$ cat config.mk
export PLATFORM = sky130hd
export DESIGN_NAME = stb_timer_bank
export DESIGN_NICKNAME = d
export VERILOG_FILES = /design/src/stb_pkg.sv /design/src/stb_tmr_if.sv /design/src/stb_timer_core.sv /design/src/stb_timer_bank.sv
export SDC_FILE = /design/constraint.sdc
export NUM_CORES = 1
export LEC_CHECK = 0
export BUFFER_PORTS_ARGS = -buffer_cell sky130_fd_sc_hd__buf_2
export CAP_MARGIN = 20
export CORE_UTILIZATION = 50
export DETAILED_ROUTE_END_ITERATION = 10
export GPL_TIMING_DRIVEN = 0
export MAX_ROUTING_LAYER = met4
export PLACE_DENSITY = 0.62
export SLEW_MARGIN = 20
export SYNTH_ARGS = -nofsm -noshare
export SYNTH_HDL_FRONTEND = slang
export SYNTH_SLANG_ARGS = --single-unit
$ cat constraint.sdc
create_clock -name pclk -period 3.1 [get_ports pclk]
set_input_delay 0 -clock pclk [delete_from_list [all_inputs] [get_ports pclk]]
set_output_delay 0 -clock pclk [all_outputs]
set_load 0.03 [all_outputs]
$ cat src/stb_pkg.sv
package stb_pkg;
    // timer bank geometry
    localparam int NUM_TIMERS = 8;
    localparam int NUM_GP = 3;
    localparam int CNT_W = 32;
    // dedicated timer widths (3 watchdog, 4/5 bus time-outs, 6 refresh, 7 warm reset)
    localparam logic [5:0] DED_W [3:7] = '{6'd16, 6'd16, 6'd16, 6'd16, 6'd16};
    localparam logic [7:0] DED_W8 = 8'd8;
    // register map: timer n at n*STRIDE, words within the set
    localparam logic [7:0] STRIDE = 8'h10;
    localparam logic [3:0] OFF_COUNT = 4'h0;
    localparam logic [3:0] OFF_MATCH = 4'h4;
    localparam logic [3:0] OFF_CTRL = 4'h8;
    localparam logic [7:0] OFF_IRQ_STAT = 8'h80;
    localparam logic [7:0] OFF_IRQ_MASK = 8'h84;
    localparam logic [7:0] OFF_RAW_STAT = 8'h88;
    // control register fields
    localparam int CTRL_EN_BIT = 0;
    localparam int CTRL_GATE_BIT = 1;
    // reset values
    localparam logic [31:0] COUNT_RST = 32'h0000_0000;
    localparam logic [31:0] MATCH_RST = 32'hffff_ffff;
    localparam logic [1:0] CTRL_RST = 2'h0;
    // warm-reset timer index and its default delay
    localparam int WARM_IDX = 7;
    localparam logic [31:0] WARM_MATCH_RST = 32'h0000_00ff;
    // lane width masks for dedicated timers
    localparam logic [31:0] MASK16 = 32'h0000_ffff;
    localparam logic [31:0] MASK8 = 32'h0000_00ff;
endpackage

$ cat src/stb_tmr_if.sv
`timescale 1ns/1ns
`default_nettype none
// one timer's control and status as a bundle
interface stb_tmr_if;
    logic enable;
    logic gate_mode;
    logic gate_n;
    logic [31:0] match_value;
    logic [31:0] width_mask;
    logic load;
    logic [31:0] load_value;
    logic [31:0] count;
    logic match_n;
    modport ctl (output enable, gate_mode, gate_n, match_value, width_mask, load, load_value,
                 input count, match_n);
    modport core (input enable, gate_mode, gate_n, match_value, width_mask, load, load_value,
                  output count, match_n);
endinterface
`default_nettype wire

$ cat src/stb_timer_core.sv
`timescale 1ns/1ns
`default_nettype none
// single up-counter with compare, wrap and one-clock active-low match pulse
module stb_timer_core (
    input wire logic pclk,
    input wire logic rst_n,
    stb_tmr_if.core t
);
    import stb_pkg::*;
    logic [31:0] count_reg;
    logic [31:0] count_next;
    logic tick;
    logic hit;

    // tick decode: gate pin used directly as an enable, no sync stage
    assign tick = t.enable & (~t.gate_mode | ~t.gate_n);
    assign hit = tick & ((count_reg & t.width_mask) == (t.match_value & t.width_mask));
    assign count_next = hit ? COUNT_RST : ((count_reg + 32'h0000_0001) & t.width_mask);

    // count register, cleared on reset
    always_ff @(posedge pclk or negedge rst_n) begin
        if (!rst_n) begin
            count_reg <= COUNT_RST;
        end else if (t.load) begin
            count_reg <= t.load_value & t.width_mask;
        end else if (tick) begin
            count_reg <= count_next;
        end
    end

    assign t.count = count_reg;
    assign t.match_n = ~hit;
endmodule // stb_timer_core
`default_nettype wire

$ cat src/stb_timer_bank.sv
`timescale 1ns/1ns
`default_nettype none
module stb_timer_bank (
    input wire logic pclk,
    input wire logic presetn,
    input wire logic power_on_reset_in_n,
    input wire logic soft_restart,
    input wire logic psel,
    input wire logic penable,
    input wire logic pwrite,
    input wire logic [7:0] paddr,
    input wire logic [31:0] pwdata,
    output logic [31:0] prdata,
    output logic pready,
    output logic pslverr,
    input wire logic [1:0] gate_in_n,
    input wire logic [1:0] pin_dir_out,
    output logic [1:0] terminal_match_out_n,
    output logic [1:0] terminal_match_oe,
    output logic watchdog_match_n,
    output logic processor_bus_fault_match_n,
    output logic internal_bus_fault_match_n,
    output logic refresh_match_n,
    output logic system_reset_out_n,
    output logic irq
);
    import stb_pkg::*;

    logic [31:0] match_reg [NUM_TIMERS];
    logic [1:0] ctrl_reg [NUM_TIMERS];
    logic [7:0] irq_stat_reg;
    logic [7:0] irq_mask_reg;
    logic [1:0] pin_match_reg;
    logic warm_rst_n;
    logic [7:0] match_n_w;
    logic [31:0] count_w [NUM_TIMERS];
    logic wr_en;
    logic rd_en;
    logic [2:0] sel_idx;
    logic [3:0] sel_off;
    logic is_timer;
    logic addr_ok;
    logic [7:0] stat_wr_clear;
    logic [31:0] rdata_mux;
    logic [7:0] event_w;

    // lane mask per timer width
    function automatic logic [31:0] width_mask_of(input int idx);
        if (idx < NUM_GP) begin
            return 32'hffff_ffff;
        end
        return (idx == 6) ? MASK8 : MASK16;
    endfunction

    // apb decode, zero-wait answer
    assign wr_en = psel & penable & pwrite;
    assign rd_en = psel & ~pwrite;
    assign sel_idx = paddr[6:4];
    assign sel_off = paddr[3:0];
    assign is_timer = ~paddr[7] & ((sel_off == OFF_COUNT) | (sel_off == OFF_MATCH)
                      | (sel_off == OFF_CTRL));
    assign addr_ok = is_timer | (paddr == OFF_IRQ_STAT) | (paddr == OFF_IRQ_MASK)
                     | (paddr == OFF_RAW_STAT);
    assign pready = 1'b1;
    assign pslverr = psel & penable & ~addr_ok;

    // warm reset domain: system reset held low by warm restart or until timer 7 matches
    logic sys_rst_reg;
    always_ff @(posedge pclk or negedge presetn) begin
        if (!presetn) begin
            sys_rst_reg <= 1'b0;
        end else if (!power_on_reset_in_n || soft_restart) begin
            sys_rst_reg <= 1'b0;
        end else if (!match_n_w[WARM_IDX]) begin
            sys_rst_reg <= 1'b1;
        end
    end
    assign system_reset_out_n = sys_rst_reg;
    assign warm_rst_n = presetn;

    // timer instances
    genvar gi;
    generate
        for (gi = 0; gi < NUM_TIMERS; gi++) begin : g_tmr
            stb_tmr_if tif ();
            logic ld;
            assign ld = wr_en & is_timer & (sel_idx == 3'(gi)) & (sel_off == OFF_COUNT);
            if (gi == WARM_IDX) begin : g_warm
                // counts while power-on reset released and system reset still held
                assign tif.enable = power_on_reset_in_n & ~sys_rst_reg;
                assign tif.gate_mode = 1'b0;
                assign tif.load = ld; // warm restart never reloads the delay timer
            end else begin : g_norm
                assign tif.enable = ctrl_reg[gi][CTRL_EN_BIT];
                assign tif.gate_mode = (gi < 2) ? ctrl_reg[gi][CTRL_GATE_BIT] : 1'b0;
                assign tif.load = ld;
            end
            if (gi == 1) begin : g_casc
                assign tif.gate_n = match_n_w[0];
            end else if (gi == 0) begin : g_pin
                assign tif.gate_n = gate_in_n[0];
            end else begin : g_nopin
                assign tif.gate_n = 1'b1;
            end
            assign tif.match_value = match_reg[gi];
            assign tif.width_mask = width_mask_of(gi);
            assign tif.load_value = pwdata;
            assign count_w[gi] = tif.count;
            assign match_n_w[gi] = tif.match_n;
            stb_timer_core u_core (
                .pclk(pclk),
                .rst_n((gi == WARM_IDX) ? presetn : warm_rst_n),
                .t(tif)
            );
        end
    endgenerate

    // match, control and mask registers
    always_ff @(posedge pclk or negedge presetn) begin
        if (!presetn) begin
            for (int i = 0; i < NUM_TIMERS; i++) begin
                match_reg[i] <= (i == WARM_IDX) ? WARM_MATCH_RST : MATCH_RST;
                ctrl_reg[i] <= CTRL_RST;
            end
            irq_mask_reg <= 8'h00;
        end else if (wr_en) begin
            if (is_timer && sel_off == OFF_MATCH) begin
                match_reg[sel_idx] <= pwdata & width_mask_of(int'(sel_idx));
            end
            if (is_timer && sel_off == OFF_CTRL) begin
                ctrl_reg[sel_idx] <= pwdata[1:0];
            end
            if (paddr == OFF_IRQ_MASK) begin
                irq_mask_reg <= pwdata[7:0];
            end
        end
    end

    // sticky match events, write one to clear, set wins
    assign event_w = ~match_n_w;
    assign stat_wr_clear = (wr_en && paddr == OFF_IRQ_STAT) ? pwdata[7:0] : 8'h00;
    always_ff @(posedge pclk or negedge presetn) begin
        if (!presetn) begin
            irq_stat_reg <= 8'h00;
        end else begin
            irq_stat_reg <= (irq_stat_reg & ~stat_wr_clear) | event_w;
        end
    end
    assign irq = |(irq_stat_reg & irq_mask_reg);

    // registered match pins for timers 0 and 1, gate input by default
    always_ff @(posedge pclk or negedge presetn) begin
        if (!presetn) begin
            pin_match_reg <= 2'h3;
        end else begin
            pin_match_reg <= match_n_w[1:0];
        end
    end
    assign terminal_match_out_n = pin_match_reg;
    assign terminal_match_oe = pin_dir_out;

    // dedicated peripheral hookups
    assign watchdog_match_n = match_n_w[3];
    assign processor_bus_fault_match_n = match_n_w[4];
    assign internal_bus_fault_match_n = match_n_w[5];
    assign refresh_match_n = match_n_w[6];

    // read mux
    always_comb begin
        rdata_mux = 32'h0000_0000;
        if (is_timer) begin
            unique case (sel_off)
                OFF_COUNT: rdata_mux = count_w[sel_idx];
                OFF_MATCH: rdata_mux = match_reg[sel_idx];
                default: rdata_mux = {30'h0, ctrl_reg[sel_idx]};
            endcase
        end else if (paddr == OFF_IRQ_STAT) begin
            rdata_mux = {24'h0, irq_stat_reg};
        end else if (paddr == OFF_IRQ_MASK) begin
            rdata_mux = {24'h0, irq_mask_reg};
        end else if (paddr == OFF_RAW_STAT) begin
            rdata_mux = {24'h0, match_n_w};
        end
    end
    always_ff @(posedge pclk or negedge presetn) begin
        if (!presetn) begin
            prdata <= 32'h0000_0000;
        end else if (rd_en && !penable) begin
            prdata <= rdata_mux;
        end
    end

    // helper flags for the cascade and gate checks
    logic t1_cascade;
    logic t0_gated;
    assign t1_cascade = ctrl_reg[1][CTRL_EN_BIT] & ctrl_reg[1][CTRL_GATE_BIT];
    assign t0_gated = ctrl_reg[0][CTRL_EN_BIT] & ctrl_reg[0][CTRL_GATE_BIT];
endmodule // stb_timer_bank
`default_nettype wire

==> metrics.md <==
| Metric | Value |
|---|---|
| Outcome | complete, no violations |
| Critical Path Fanout Max | 8 |
| Root buffer cell | clkbuf_16 |
| Non-filler cells, final | 3767 |
| Placed cell count | 3613 |
| Syn Area/Cell | 9.99 sq um |
| Finished layout cell area | around 0.032 sq mm |
| Ys Warns | 0 |
| Clk_lat worst skew | 650 ps |
| ANT nets after route | 0 |
| Final nets | 3028 |
| Initial Util | 0.505 |
| Worst-path clk slew | roughly 60 ps |
| Slowest cell on crit path | or4_1 |
| Crit-path max cell delay | 540 ps |
| Fin. Hold Viols | 0 |
| Vias | 24500 |
| Clk_skew | around 18 ps |
| Post-synth EDFFs | 0 |
| Crit Path Category | flip-flop to output port |
| Clock buffer depth | 3 |
| Final wirelength | 114000 microns |
| Total grt overflow | 0 |
| GRT Total Usage | 0.418 |
| Initial DRC Count | 2842 |
| Layout area overhead | 14.3% |
| Via/cell ratio | approximately 6.5 |
| Die area | 0.0566 sq mm |
| Die Ht | 238 microns |
| Worst Setup End Kind | output port |
| Unique masters post-synth | 79 |
| Synth area leaders | dfrtp_1, dfstp_2, mux4_2 |
| Sequential fraction of the synthesis area | 0.452 |
| First-pass DRT Iterations | 8 |
| CP Cell Sequence | xor2_1 > nor4_1 > nand2_1 > or4_1 > clkbuf_1 > buf_2 |
| HPWL after DPL | 85900 microns |
| Count leader, synth | nand2_1 |
| Yosys top cell area share | 0.231 |
| Post-Synthesis Cells | 2786 |
| Flops & latches, synth | 491 |
| Crit path launch type | flip-flop |
| Tot Pwr | 16.0 mW |
| FILL cells | 4816 |
| Cell Area, Synth | 0.0278 sq mm |
| Max_slew headroom | 0.210 |
| Leak | 12.7 nW |
| IO Count | 95 |
| CTS H-Tree Depth | 2 |
| Final Max Slew Viols | 0 |
| CP arrival | 3050 ps |
| Synth cell count leaders | nand2_1, dfrtp_1, dfstp_2 |
| Vias in the first global route | 24000 |
| Drt wl/cell | 30.3 microns |
| Fmax | 0.328 GHz |
| Post-synth ARST share | 1.00 |
| Core area | ~0.055 sq mm |
| Clock tree from TritonCTS | done |
| Sink Count | between 400 and 500 |
| Die Wd | 238 microns |
| Leading area contributor after synthesis | dfrtp_1 |
| Unrepaired setup endpoints after global routing | no |
| CTS buffer count | 56 |
| # port buffers | 73 |
| Peak supply drop | roughly 450 uV |
| DRC Markers | 0 |
| CP required | ~3100 ps |
| Worst-margin pin slew | 1190 ps |
| Layout cell share with drive strength beyond 1 | 0.229 |
| Initial antenna violation count | 4 |
| Final setup vio count | 0 |
| Power Density | about 500 mW/mm^2 |
| GP Congestion | between 1 and 1.5 |
| Max cap viols | 0 |
| Finished Core Util | 0.578 |
| Fin crit share | 0.983 |
| Largest net degree at the start of global routing | 107 |
| FP Rows | 86 |
| Worst path buffer plus inverter count | 2 |
| DP Area | approximately 0.029 sq mm |
| Primary FF master, synth | dfrtp_1 |
| Final min period | 3050 ps |
| Worst hold slack | 46.5 ps |
| Largest register FFs | 256 |
| Global-route wire length before repair | 165000 microns |
| Hold Crit Class | input port to flip-flop |
| CP delay by family, top | simple AND/OR/NAND/NOR gates |
| Mapped Nets | 2845 |
## layout make-up
| cell class | count | area, sq um | share of cell area |
|---|---|---|---|
| Multi-Input combinational cell | 2058 | 14400 | 0.453 |
| Sequential cell | 491 | 12600 | 0.395 |
| Clock buffer | 79 | 1620 | 0.0508 |
| Timing Repair Buffer | 132 | 1050 | 0.0329 |
| Tap cell | 748 | 936 | 0.0294 |
| Buffer | 203 | 842 | 0.0265 |
| Clock inverter | 25 | 264 | 0.00829 |
| Inverter | 27 | 101 | 0.00318 |
| Antenna cell | 4 | 10.0 | 0.000314 |
## worst min-delay path, cell delays in order
cell     delay [ps]
buf_2           130
nand4_1         370
o21ai_0         140
## power breakdown
group	internal, mW	switching (mW)	total, mW	leakage, nW
registers	6.66	0.430	7.09	5.70
clock network	3.90	2.94	6.84	0.938
logic	0.756	1.31	2.06	6.05
## path summary, 6_finish.rpt
kind | start | end | slack (ps) | cells after the start
worst max-delay path | g_tmr[5].u_core.t.count[6]$_DFFE_PN0P_ | internal_bus_fault_match_n | 50 | 6
worst min-delay path | pwrite | irq_mask_reg[1]$_DFFE_PN0P_ | 50 | 3
worst max register to register | g_tmr[0].u_core.t.count[24]$_DFFE_PN0P_ | g_tmr[1].u_core.t.count[23]$_DFFE_PN0P_ | 50 | 8
worst min register to register | g_tmr[7].tif.match_value[21]$_DFFE_PN0P_ | g_tmr[7].tif.match_value[21]$_DFFE_PN0P_ | 480 | 1
max in group asynchronous | presetn | g_tmr[7].tif.match_value[7]$_DFFE_PN1P_ | 1270 | 6
min in group asynchronous | presetn | g_tmr[0].u_core.t.count[19]$_DFFE_PN0P_ | 510 | 4
## layout by cell type, fill, tap and decap left out, types with 15 or more instances in the layout
cell type,n
nand2_1,433
dfrtp_1,257
dfstp_2,234
o21ai_0,233
clkbuf_1,145
nor2_1,140
xor2_1,136
xnor2_1,107
buf_2,103
mux2_2,96
mux4_2,93
nand3_1,84
and2_1,78
nand4_1,59
mux2i_1,59
o31ai_1,59
a21oi_1,56
clkbuf_16,56
dlygate4sd3_1,44
and3_1,38
a31oi_1,38
nor2b_1,34
nor3_1,29
nor4_1,28
inv_1,26
and4_1,21
o21ai_1,20
clkinv_2,18
buf_1,17
a22o_1,16
clkbuf_2,15
nand3b_1,15
## cell families after synthesis
family                     after synthesis  share of synthesized area
xor gates and xnor gates               248                     0.0780
other                                    1                   0.000135
buffers and inverters                  237                     0.0339
AOI/OAI and AO/OA                      511                      0.111
DFF                                    491                      0.452
muxes                                  248                      0.135
adders and majority gates                8                    0.00360
and+or+nand+nor                       1042                      0.186
## metrics by stage
stage               worst slack [ps]  setup TNS (ps)
finish                          52.1               0
CTS                             12.3               0
floorplan                        689               0
global route                    19.3               0
detailed placement             -1020          -30290
global placement               -8090        -3221400
## routing by layer
layer | track usage | vias to the layer above | routed length, microns
li1 | - | 10300 | -
met1 | 0.536 | 12400 | 45300
met2 | 0.630 | 1389 | 51900
met3 | 0.0832 | 317 | 10300
met4 | 0.214 | 0 | 6680
met5 | - | - | 0
## what timing repair did
| action | CTS | global route |
|---|---|---|
| hold buffers | 45 | 0 |
| setup buffers | 2 | 6 |
| setup endpoints to repair | 67 | 46 |
| endpoints found under the hold margin | 350 | 0 |
| pin swaps | 3 | 4 |
| resized for setup | 14 | 13 |
| gates cloned | 0 | 0 |
Power figures use the tool's default switching activity.
